--- config.mk ---
export PLATFORM = sky130hd
export DESIGN_NAME = adc_spi_config_port
export DESIGN_NICKNAME = d
export VERILOG_FILES = /design/src/hdl/adc_cfg_pkg.sv /design/src/hdl/pin_sync.sv /design/src/hdl/adc_spi_config_port.sv
export SDC_FILE = /design/constraint.sdc
export NUM_CORES = 1
export LEC_CHECK = 0
export BUFFER_PORTS_ARGS = -buffer_cell sky130_fd_sc_hd__buf_2
export CAP_MARGIN = 0
export CORE_MARGIN = 8
export CORE_UTILIZATION = 45
export DETAILED_ROUTE_END_ITERATION = 8
export PLACE_DENSITY = 0.74
export SLEW_MARGIN = 20
export SYNTH_ARGS = -nofsm -noshare
export SYNTH_HDL_FRONTEND = slang
export SYNTH_HIERARCHICAL = 1
export SYNTH_SLANG_ARGS = --single-unit
--- constraint.sdc ---
create_clock -name ref_clk -period 7.8 [get_ports ref_clk]
set_input_delay 0.78 -clock ref_clk [delete_from_list [all_inputs] [get_ports ref_clk]]
set_output_delay 0.78 -clock ref_clk [all_outputs]
set_load 0.005 [all_outputs]
--- src/hdl/adc_cfg_pkg.sv ---
// Contract
// - three-wire by default; config bit 7 enables the dedicated output line.
// - in four-wire mode the dedicated output is driven even when unselected.
// - serial clock low before select falls; first rise starts the instruction.
// - instruction: top bit read/write, two count bits, 13-bit start address.
// - count field 00..10 means 1..3 bytes, 11 means stream until deselect.
// - most significant bit first; config bit 6 makes all data lsb first.
// - multi-byte address increments in msb-first order, decrements in lsb-first.
// - data bytes follow the instruction while select is low and clock runs.
// - short transfers pause at byte boundaries; streams only before first data.
// - writing config bit 5 restores port registers to defaults.
// - burst last address register ends a stream at that address.
// - read-only die identifier and revision registers at fixed addresses.
// - converter index resets to zero; one converter selected at a time.
// - indexed register read with no converter selected returns byte ad.
// - offset trims are 8-bit, defaulting to calibration result; reset here loads mid-scale 80 instead.
// - coarse gain holds four weighted bits; medium and fine gain are 8-bit.
// - power codes 000 pin, 001 normal, 010 nap, 100 sleep; survive soft reset.
// - port power setting overrides the pin, per selected converter.
package adc_cfg_pkg;

   localparam int ADDR_W = 13;

   // ----------------------------------------------------------------
   // register offsets
   // ----------------------------------------------------------------
   localparam logic [12:0] ADDR_PORT_CFG    = 13'h000;
   localparam logic [12:0] ADDR_BURST_LAST  = 13'h002;
   localparam logic [12:0] ADDR_DIE_ID      = 13'h008;
   localparam logic [12:0] ADDR_DIE_REV     = 13'h009;
   localparam logic [12:0] ADDR_CONV_SEL    = 13'h010;
   localparam logic [12:0] ADDR_OFS_COARSE  = 13'h020;
   localparam logic [12:0] ADDR_OFS_FINE    = 13'h021;
   localparam logic [12:0] ADDR_GAIN_COARSE = 13'h022;
   localparam logic [12:0] ADDR_GAIN_MEDIUM = 13'h023;
   localparam logic [12:0] ADDR_GAIN_FINE   = 13'h024;
   localparam logic [12:0] ADDR_POWER_MODE  = 13'h025;

   // ----------------------------------------------------------------
   // field positions
   // ----------------------------------------------------------------
   localparam int CFG_FOUR_WIRE_BIT  = 7;
   localparam int CFG_LSB_FIRST_BIT  = 6;
   localparam int CFG_SOFT_RESET_BIT = 5;
   localparam int INSTR_READ_BIT     = 15;
   localparam int INSTR_COUNT_HI     = 14;
   localparam int INSTR_COUNT_LO     = 13;

   // ----------------------------------------------------------------
   // reset values and codes
   // ----------------------------------------------------------------
   localparam logic [7:0] PORT_CFG_RST    = 8'h18;
   localparam logic [7:0] BURST_LAST_RST  = 8'h00;
   localparam logic [7:0] CONV_SEL_RST    = 8'h00;
   localparam logic [7:0] TRIM_RST        = 8'h80;
   localparam logic [3:0] GAIN_COARSE_RST = 4'h0;
   localparam logic [7:0] INDEX_ERROR     = 8'had;
   localparam logic [1:0] COUNT_STREAM    = 2'h3;

   localparam logic [2:0] PWR_PIN    = 3'h0;
   localparam logic [2:0] PWR_NORMAL = 3'h1;
   localparam logic [2:0] PWR_NAP    = 3'h2;
   localparam logic [2:0] PWR_SLEEP  = 3'h4;

   // resolved tri-level pin: 00 normal, 01 sleep, 10 nap
   localparam logic [1:0] PIN_SLEEP = 2'h1;
   localparam logic [1:0] PIN_NAP   = 2'h2;

   typedef enum logic [1:0] {ST_IDLE, ST_INSTR, ST_DATA, ST_DONE} port_state_t;

endpackage

--- src/hdl/pin_sync.sv ---
`timescale 1ns/10ps
`default_nettype none
module pin_sync #(
   parameter int               WIDTH     = 1,
   parameter logic [WIDTH-1:0] RESET_VAL = '0
) (
   input  wire logic             ref_clk,
   input  wire logic             arst_n,
   input  wire logic [WIDTH-1:0] async_in,
   output logic      [WIDTH-1:0] sync_out
);
   logic [WIDTH-1:0] meta_q;

   // first stage feeds only the second
   always_ff @(posedge ref_clk or negedge arst_n)
   begin
      if (!arst_n)
      begin
         meta_q   <= RESET_VAL;
         sync_out <= RESET_VAL;
      end
      else
      begin
         meta_q   <= async_in;
         sync_out <= meta_q;
      end
   end
endmodule // pin_sync
`default_nettype wire

--- src/hdl/adc_spi_config_port.sv ---
`timescale 1ns/10ps
`default_nettype none
module adc_spi_config_port
   import adc_cfg_pkg::*;
#(
   parameter int         NUM_CONV = 2,
   parameter logic [7:0] DIE_ID   = 8'h5a,  // arbitrary value
   parameter logic [7:0] DIE_REV  = 8'h01   // arbitrary value
) (
   input  wire logic                     ref_clk,
   input  wire logic                     arst_n,
   input  wire logic                     sclk,
   input  wire logic                     port_select_n,
   input  wire logic                     sdio_in,
   output logic                          sdio_out,
   output logic                          sdio_oe,
   output logic                          dedicated_serial_out,
   output logic                          dedicated_serial_oe,
   input  wire logic [1:0]               power_mode_pin,
   output logic [NUM_CONV-1:0][7:0]      offset_coarse,
   output logic [NUM_CONV-1:0][7:0]      offset_fine,
   output logic [NUM_CONV-1:0][3:0]      gain_coarse,
   output logic [NUM_CONV-1:0][7:0]      gain_medium,
   output logic [NUM_CONV-1:0][7:0]      gain_fine,
   output logic [NUM_CONV-1:0][2:0]      power_mode
);

   if (NUM_CONV < 1 || NUM_CONV > 8)
   begin : g_bad_conv
      $error("NUM_CONV must be 1 to 8");
   end

   // ----------------------------------------------------------------
   // helpers
   // ----------------------------------------------------------------
   function automatic logic [7:0] rev8(input logic [7:0] b);
      logic [7:0] r;
      r = '0;
      for (int i = 0; i < 8; i++)
         r[i] = b[7-i];
      return r;
   endfunction

   function automatic logic [12:0] step(input logic [12:0] a, input logic down);
      return down ? 13'(a - 13'h001) : 13'(a + 13'h001);
   endfunction

   // ----------------------------------------------------------------
   // pin sampling
   // ----------------------------------------------------------------
   logic [4:0] sync_w;
   logic       sclk_s;
   logic       sel_n_s;
   logic       sdio_s;
   logic [1:0] pin_s;

   pin_sync #(
      .WIDTH     (5),
      .RESET_VAL (5'h02)
   ) u_pin_sync (
      .ref_clk  (ref_clk),
      .arst_n   (arst_n),
      .async_in ({power_mode_pin, sdio_in, port_select_n, sclk}),
      .sync_out (sync_w)
   );

   assign sclk_s  = sync_w[0];
   assign sel_n_s = sync_w[1];
   assign sdio_s  = sync_w[2];
   assign pin_s   = sync_w[4:3];

   logic sclk_prev_q;
   logic sel_n_prev_q;

   always_ff @(posedge ref_clk or negedge arst_n)
   begin
      if (!arst_n)
      begin
         sclk_prev_q  <= 1'b0;
         sel_n_prev_q <= 1'b1;
      end
      else
      begin
         sclk_prev_q  <= sclk_s;
         sel_n_prev_q <= sel_n_s;
      end
   end

   logic active;
   logic sclk_rise;
   logic sclk_fall;
   logic sel_rise;

   assign active    = ~sel_n_s;
   assign sclk_rise = sclk_s & ~sclk_prev_q & active;
   assign sclk_fall = ~sclk_s & sclk_prev_q & active;
   assign sel_rise  = sel_n_s & ~sel_n_prev_q;

   // ----------------------------------------------------------------
   // registers and decode
   // ----------------------------------------------------------------
   port_state_t state_q;
   logic [3:0]  bit_cnt_q;
   logic [15:0] shift_q;
   logic        read_q;
   logic [1:0]  count_q;
   logic [1:0]  left_q;
   logic        data_seen_q;
   logic [12:0] addr_q;
   logic [7:0]  tx_q;
   logic        out_q;

   logic [7:0] cfg_q;
   logic [7:0] burst_q;
   logic [7:0] sel_q;
   logic [NUM_CONV-1:0][7:0] ofs_c_q;
   logic [NUM_CONV-1:0][7:0] ofs_f_q;
   logic [NUM_CONV-1:0][3:0] gain_c_q;
   logic [NUM_CONV-1:0][7:0] gain_m_q;
   logic [NUM_CONV-1:0][7:0] gain_f_q;
   logic [NUM_CONV-1:0][2:0] pwr_q;
   logic [NUM_CONV-1:0][2:0] pwr_out_q;

   logic        four_wire;
   logic        lsb_first;
   logic [15:0] shift_nx;
   logic [15:0] instr_word;
   logic [7:0]  rx_byte;
   logic [12:0] addr_nx;
   logic [12:0] rd_addr;
   logic [7:0]  rd_data;
   logic        instr_end;
   logic        data_end;
   logic        wr_en;
   logic        soft_rst;
   logic        last_byte;
   logic        sel_ok;
   logic [2:0]  sel_idx;

   assign four_wire = cfg_q[CFG_FOUR_WIRE_BIT];
   assign lsb_first = cfg_q[CFG_LSB_FIRST_BIT];
   assign shift_nx  = {shift_q[14:0], sdio_s};
   // lsb-first reverses the whole 16-bit instruction and each data byte
   assign instr_word = lsb_first ? {rev8(shift_nx[7:0]), rev8(shift_nx[15:8])}
                                 : shift_nx;
   assign rx_byte    = lsb_first ? rev8(shift_nx[7:0]) : shift_nx[7:0];
   assign addr_nx    = step(addr_q, lsb_first);

   assign instr_end = sclk_rise && state_q == ST_INSTR && bit_cnt_q == 4'hf;
   assign data_end  = sclk_rise && state_q == ST_DATA && bit_cnt_q == 4'h7;
   assign wr_en     = data_end & ~read_q;
   assign soft_rst  = wr_en && addr_q == ADDR_PORT_CFG && rx_byte[CFG_SOFT_RESET_BIT];

   // zero in the burst register means no address limit
   always_comb
   begin
      if (count_q == COUNT_STREAM)
         last_byte = burst_q != 8'h00 && addr_q == {5'h00, burst_q};
      else
         last_byte = left_q == 2'h0;
   end

   // lowest set index bit wins, so only one converter is ever addressed
   always_comb
   begin
      sel_ok  = 1'b0;
      sel_idx = 3'h0;
      for (int i = NUM_CONV - 1; i >= 0; i--)
      begin
         if (sel_q[i])
         begin
            sel_ok  = 1'b1;
            sel_idx = 3'(i);
         end
      end
   end

   // next byte to send: start address after the instruction, else the stepped one
   assign rd_addr = (state_q == ST_INSTR) ? instr_word[12:0] : addr_nx;

   always_comb
   begin
      rd_data = 8'h00;
      case (rd_addr)
         ADDR_PORT_CFG   : rd_data = cfg_q;
         ADDR_BURST_LAST : rd_data = burst_q;
         ADDR_DIE_ID     : rd_data = DIE_ID;
         ADDR_DIE_REV    : rd_data = DIE_REV;
         ADDR_CONV_SEL   : rd_data = sel_q;
         ADDR_OFS_COARSE, ADDR_OFS_FINE, ADDR_GAIN_COARSE,
         ADDR_GAIN_MEDIUM, ADDR_GAIN_FINE, ADDR_POWER_MODE :
         begin
            if (!sel_ok)
               rd_data = INDEX_ERROR;
            else if (rd_addr == ADDR_OFS_COARSE)
               rd_data = ofs_c_q[sel_idx];
            else if (rd_addr == ADDR_OFS_FINE)
               rd_data = ofs_f_q[sel_idx];
            else if (rd_addr == ADDR_GAIN_COARSE)
               rd_data = {4'h0, gain_c_q[sel_idx]};
            else if (rd_addr == ADDR_GAIN_MEDIUM)
               rd_data = gain_m_q[sel_idx];
            else if (rd_addr == ADDR_GAIN_FINE)
               rd_data = gain_f_q[sel_idx];
            else
               rd_data = {5'h00, pwr_q[sel_idx]};
         end
         default         : rd_data = 8'h00;
      endcase
   end

   // ----------------------------------------------------------------
   // transfer sequencer
   // ----------------------------------------------------------------
   always_ff @(posedge ref_clk or negedge arst_n)
   begin
      if (!arst_n)
      begin
         state_q     <= ST_IDLE;
         bit_cnt_q   <= 4'h0;
         shift_q     <= 16'h0000;
         read_q      <= 1'b0;
         count_q     <= 2'h0;
         left_q      <= 2'h0;
         data_seen_q <= 1'b0;
         addr_q      <= 13'h0000;
         tx_q        <= 8'h00;
      end
      else if (sel_rise)
      begin
         // pause only at a byte edge, and a stream only before its first data
         if (state_q == ST_DONE || bit_cnt_q[2:0] != 3'h0 ||
             (state_q == ST_DATA && count_q == COUNT_STREAM && data_seen_q))
         begin
            state_q   <= ST_IDLE;
            bit_cnt_q <= 4'h0;
         end
      end
      else if (sclk_rise)
      begin
         unique case (state_q)
            ST_IDLE :
            begin
               state_q   <= ST_INSTR;
               shift_q   <= shift_nx;
               bit_cnt_q <= 4'h1;
            end
            ST_INSTR :
            begin
               shift_q   <= shift_nx;
               bit_cnt_q <= 4'(bit_cnt_q + 4'h1);
               if (instr_end)
               begin
                  read_q      <= instr_word[INSTR_READ_BIT];
                  count_q     <= instr_word[INSTR_COUNT_HI:INSTR_COUNT_LO];
                  left_q      <= instr_word[INSTR_COUNT_HI:INSTR_COUNT_LO];
                  addr_q      <= instr_word[12:0];
                  tx_q        <= rd_data;
                  data_seen_q <= 1'b0;
                  bit_cnt_q   <= 4'h0;
                  state_q     <= ST_DATA;
               end
            end
            ST_DATA :
            begin
               shift_q     <= shift_nx;
               data_seen_q <= 1'b1;
               bit_cnt_q   <= 4'(bit_cnt_q + 4'h1);
               if (data_end)
               begin
                  bit_cnt_q <= 4'h0;
                  if (last_byte)
                     state_q <= ST_DONE;
                  else
                  begin
                     addr_q <= addr_nx;
                     left_q <= 2'(left_q - 2'h1);
                     tx_q   <= rd_data;
                  end
               end
            end
            ST_DONE : ;
         endcase
      end
   end

   // read data changes on falling serial clock, sampled by master on rising
   always_ff @(posedge ref_clk or negedge arst_n)
   begin
      if (!arst_n)
         out_q <= 1'b0;
      else if (sclk_fall && state_q == ST_DATA && read_q)
         out_q <= tx_q[lsb_first ? bit_cnt_q[2:0] : 3'(3'h7 - bit_cnt_q[2:0])];
   end

   assign sdio_out             = out_q;
   assign sdio_oe              = ~four_wire & active & read_q & (state_q == ST_DATA);
   assign dedicated_serial_out = out_q;
   assign dedicated_serial_oe  = four_wire;

   // ----------------------------------------------------------------
   // port registers
   // ----------------------------------------------------------------
   always_ff @(posedge ref_clk or negedge arst_n)
   begin
      if (!arst_n)
      begin
         cfg_q   <= PORT_CFG_RST;
         burst_q <= BURST_LAST_RST;
         sel_q   <= CONV_SEL_RST;
      end
      else if (soft_rst)
      begin
         cfg_q   <= PORT_CFG_RST;
         burst_q <= BURST_LAST_RST;
         sel_q   <= CONV_SEL_RST;
      end
      else if (wr_en)
      begin
         if (addr_q == ADDR_PORT_CFG)
            cfg_q <= rx_byte;
         if (addr_q == ADDR_BURST_LAST)
            burst_q <= rx_byte;
         if (addr_q == ADDR_CONV_SEL)
            sel_q <= rx_byte;
      end
   end

   // 8-bit trims reset to mid-scale, coarse gain to zero; calibration loading is outside this block
   always_ff @(posedge ref_clk or negedge arst_n)
   begin
      if (!arst_n)
      begin
         ofs_c_q  <= {NUM_CONV{TRIM_RST}};
         ofs_f_q  <= {NUM_CONV{TRIM_RST}};
         gain_c_q <= {NUM_CONV{GAIN_COARSE_RST}};
         gain_m_q <= {NUM_CONV{TRIM_RST}};
         gain_f_q <= {NUM_CONV{TRIM_RST}};
      end
      else if (soft_rst)
      begin
         ofs_c_q  <= {NUM_CONV{TRIM_RST}};
         ofs_f_q  <= {NUM_CONV{TRIM_RST}};
         gain_c_q <= {NUM_CONV{GAIN_COARSE_RST}};
         gain_m_q <= {NUM_CONV{TRIM_RST}};
         gain_f_q <= {NUM_CONV{TRIM_RST}};
      end
      else if (wr_en && sel_ok)
      begin
         if (addr_q == ADDR_OFS_COARSE)
            ofs_c_q[sel_idx] <= rx_byte;
         if (addr_q == ADDR_OFS_FINE)
            ofs_f_q[sel_idx] <= rx_byte;
         if (addr_q == ADDR_GAIN_COARSE)
            gain_c_q[sel_idx] <= rx_byte[3:0];
         if (addr_q == ADDR_GAIN_MEDIUM)
            gain_m_q[sel_idx] <= rx_byte;
         if (addr_q == ADDR_GAIN_FINE)
            gain_f_q[sel_idx] <= rx_byte;
      end
   end

   // power mode keeps its value through soft reset
   always_ff @(posedge ref_clk or negedge arst_n)
   begin
      if (!arst_n)
         pwr_q <= {NUM_CONV{PWR_PIN}};
      else if (wr_en && sel_ok && addr_q == ADDR_POWER_MODE)
         pwr_q[sel_idx] <= rx_byte[2:0];
   end

   logic [2:0] pin_code;

   always_comb
   begin
      if (pin_s == PIN_SLEEP)
         pin_code = PWR_SLEEP;
      else if (pin_s == PIN_NAP)
         pin_code = PWR_NAP;
      else
         pin_code = PWR_NORMAL;
   end

   always_ff @(posedge ref_clk or negedge arst_n)
   begin
      if (!arst_n)
         pwr_out_q <= {NUM_CONV{PWR_NORMAL}};
      else
         for (int i = 0; i < NUM_CONV; i++)
            pwr_out_q[i] <= (pwr_q[i] == PWR_PIN) ? pin_code : pwr_q[i];
   end

   assign offset_coarse = ofs_c_q;
   assign offset_fine   = ofs_f_q;
   assign gain_coarse   = gain_c_q;
   assign gain_medium   = gain_m_q;
   assign gain_fine     = gain_f_q;
   assign power_mode    = pwr_out_q;

endmodule // adc_spi_config_port
`default_nettype wire

==> metrics.txt <==
routed vias/inst 6.11; critical-path cell list buf_4 > ha_1 > a211oi_1 > o211a_1 > or2_1 > a211oi_2 > or3b_1 > o31a_1 > nor4b_2 > o21ai_0 > o211ai_1; Max FO, Critical Path 32; ys flop type dfrtp_1; clock network latency to the later pin of the worst-skew pair 0.45 ns; FP Rows 53; GRT Overall Usage 22.2%; top-count cell post-synth nand2_1; kind of critical path reg -> reg; CP startpoint kind register; vias in the first global route 8229; multi-input logic area 4840 µm²; unrepaired setup endpoints after global routing no; crit path capture type register; number of gates resized after cts 0; Register Area 4250 µm²; Area Growth Syn to Fin 13.2%; 1st-pass router iterations 8; Synth warnings 6; Mapped Nets 1110; Worst Max-Slew Pin Slew 0.941 ns; Mapped Avg Cell Area 8.72 µm²; crit share post-route 55.0%; max_cap viols 0; Crit-path slowest cell dfrtp_2; via count 8694; dpl hpwl 20700 µm; GRT busiest layer met2; Final Max Tran Viols 0; clock period minus worst slack 4.29 ns; post-synthesis async set-or-reset flop share 100%; Worst Skew 0.0163 ns; CTS clock-pin slew for the worst setup and hold paths 0.08 ns; Post-synth EDFFs 0; Max VDD drop 0.180 mV; I/O Buffers 88; drt total wl 28800 µm; first-pass GRT wire length 45900 µm; Ports 89; Initial Util 45.3%; Seq/Total Area, Yosys 45.0%; post-route ant nets 0; Sink Count 169; DRC violations left 0; synth cell count leaders 202 x nand2_1, 154 x dfrtp_1, 96 x o21ai_0; antenna violations before repair 0; Post-CTS Hold Fix Bufs 0; Cell variety after synth 77; leading area contributor after synthesis dfrtp_1; die area 25800 µm²; slowest stage delay, CP 0.64 ns; Crit path required time 8.16 ns; top-area cell type share of the netlist area 40.9%; largest net degree at the start of global routing 61; M1 GR Usage 29.1%; final hold vios 0; antenna cells 0; setup bufs post-CTS 0; DRT iter0 DRCs 977; Pwr Density 264 nW/µm²; ratio of cells with drive above 1 in the final layout 16.5%; dominant cells by area after synthesis dfrtp_1 41%, nand2_1 8.0%, o21ai_0 5.1%; setup TNS 0 ns; P_leak 4.83 nW; Final nets 1163; Slew HR 37.3%; routed len/inst 20.3 µm; Seq cells post-synth 169; synthesized cell area 9430 µm²; global route overflow 0; Peak Freq 0.233 GHz; CTS tree built; routability cong. 0.988; Crit path arrival time 4.65 ns; filler instances 1942; grt met3 use 4.40%; status finished clean; Hold Crit Class in -> async; clk root buf clkbuf_16; Util after Layout 51.3%; met2 usage 35.2%; Die W 161 µm; core area 20800 µm²; Mapped Cells 1081; Die Ht 161 µm; clk buf depth 2; TritonCTS buffer count 17; htree depth 4; # setup viols final 0
[cell type report]
type / instances / area share, %
clock buffer: 17 / 3.98
clock inverter: 15 / 1.58
inverter: 20 / 0.703
multi-input combinational: 824 / 45.4
sequential: 169 / 39.8
tap: 275 / 3.22
timing repair buffer: 102 / 5.35
[layer usage]
layer  wire length (µm)  up-vias
met2              13400      498
li1                   -     3958
met5                  0        -
met3               2400       90
met1              11900     4148
met4               1130        0
[state kept, by name, indices dropped and copies added, names as in the netlist, 8 cells and up]
signal / cells
cfg_q: 8
tx_q: 8
sel_q: 8
burst_q: 8
addr_q: 13
gain_coarse: 8
offset_fine: 16
gain_fine: 16
shift_q: 15
offset_coarse: 16
gain_medium: 16
[worst max-delay path: cells and delay by family, from the launching register on]
kind	cells	cell delay [ns]
buf+inv	1	0.45
compound gates	6	1.46
fa+ha+maj	1	0.44
simple gates	3	1.18
flops	1	0.64
[worst paths after layout]
check | slack (ns) | startpoint | end | cells past startpoint
min reg2reg | 0.35 | u_pin_sync/meta_q[2]$_DFF_PN0_ | u_pin_sync/sync_out[2]$_DFF_PN0_ | 0
max | 3.51 | cfg_q[6]$_DFFE_PN0P_ | tx_q[7]$_DFFE_PN0P_ | 11
min | 0.28 | arst_n | gain_medium[11]$_DFFE_PN0P_ | 1
max reg2reg | 3.51 | cfg_q[6]$_DFFE_PN0P_ | tx_q[7]$_DFFE_PN0P_ | 11
max in group asynchronous | 5.66 | arst_n | burst_q[7]$_DFFE_PN0P_ | 3
min in group ref_clk | 0.35 | u_pin_sync/meta_q[2]$_DFF_PN0_ | u_pin_sync/sync_out[2]$_DFF_PN0_ | 0
[power by group]
part / total (W) / switching, W / internal [W]
clock: 0.000848 / 0.000415 / 0.000433
sequential: 0.00104 / 0.000104 / 0.000936
combinational: 0.000930 / 0.000635 / 0.000295
[stage by stage]
stage	setup slack, ns	power (W)	instances	hold slack (ns)	cell area, µm²
after floorplan	4.53	0.00168	1081	0.331	9430
after global placement	3.62	0.00194	1388	0.334	10000
after detailed placement	3.51	0.00195	1388	0.335	10000
after CTS	3.37	0.00279	1420	0.298	10600
after global routing	3.27	0.00295	1422	0.317	10700
final	3.51	0.00282	1422	0.277	10700
[kinds of logic after synthesis]
group / synth area share (%)
simple gates: 19.7
flops: 45.0
fa+ha+maj: 3.00
compound gates: 19.7
buf+inv: 3.71
mux: 7.22
xor+xnor: 1.67
[layout by cell type, fill, tap and decap left out, types with 6 or more instances in the layout]
master,netlist,final
nand2_1,202,201
dfrtp_1,154,153
o21ai_0,96,96
a21oi_1,95,95
nor2_1,93,92
buf_2,13,87
mux2i_1,41,41
nand3_1,31,31
nor3_1,25,25
mux2_2,24,24
ha_1,21,21
inv_1,19,19
clkbuf_16,0,17
a21o_1,15,15
dfstp_2,15,15
o211ai_1,14,14
xor2_1,12,12
buf_4,1,12
nor4_1,11,11
a211oi_1,8,8
and2_1,7,7
nand4_1,6,6
xnor2_1,6,6
o22ai_1,6,6
inv_8,0,6
No activity file was read; power rests on OpenSTA's default activity.
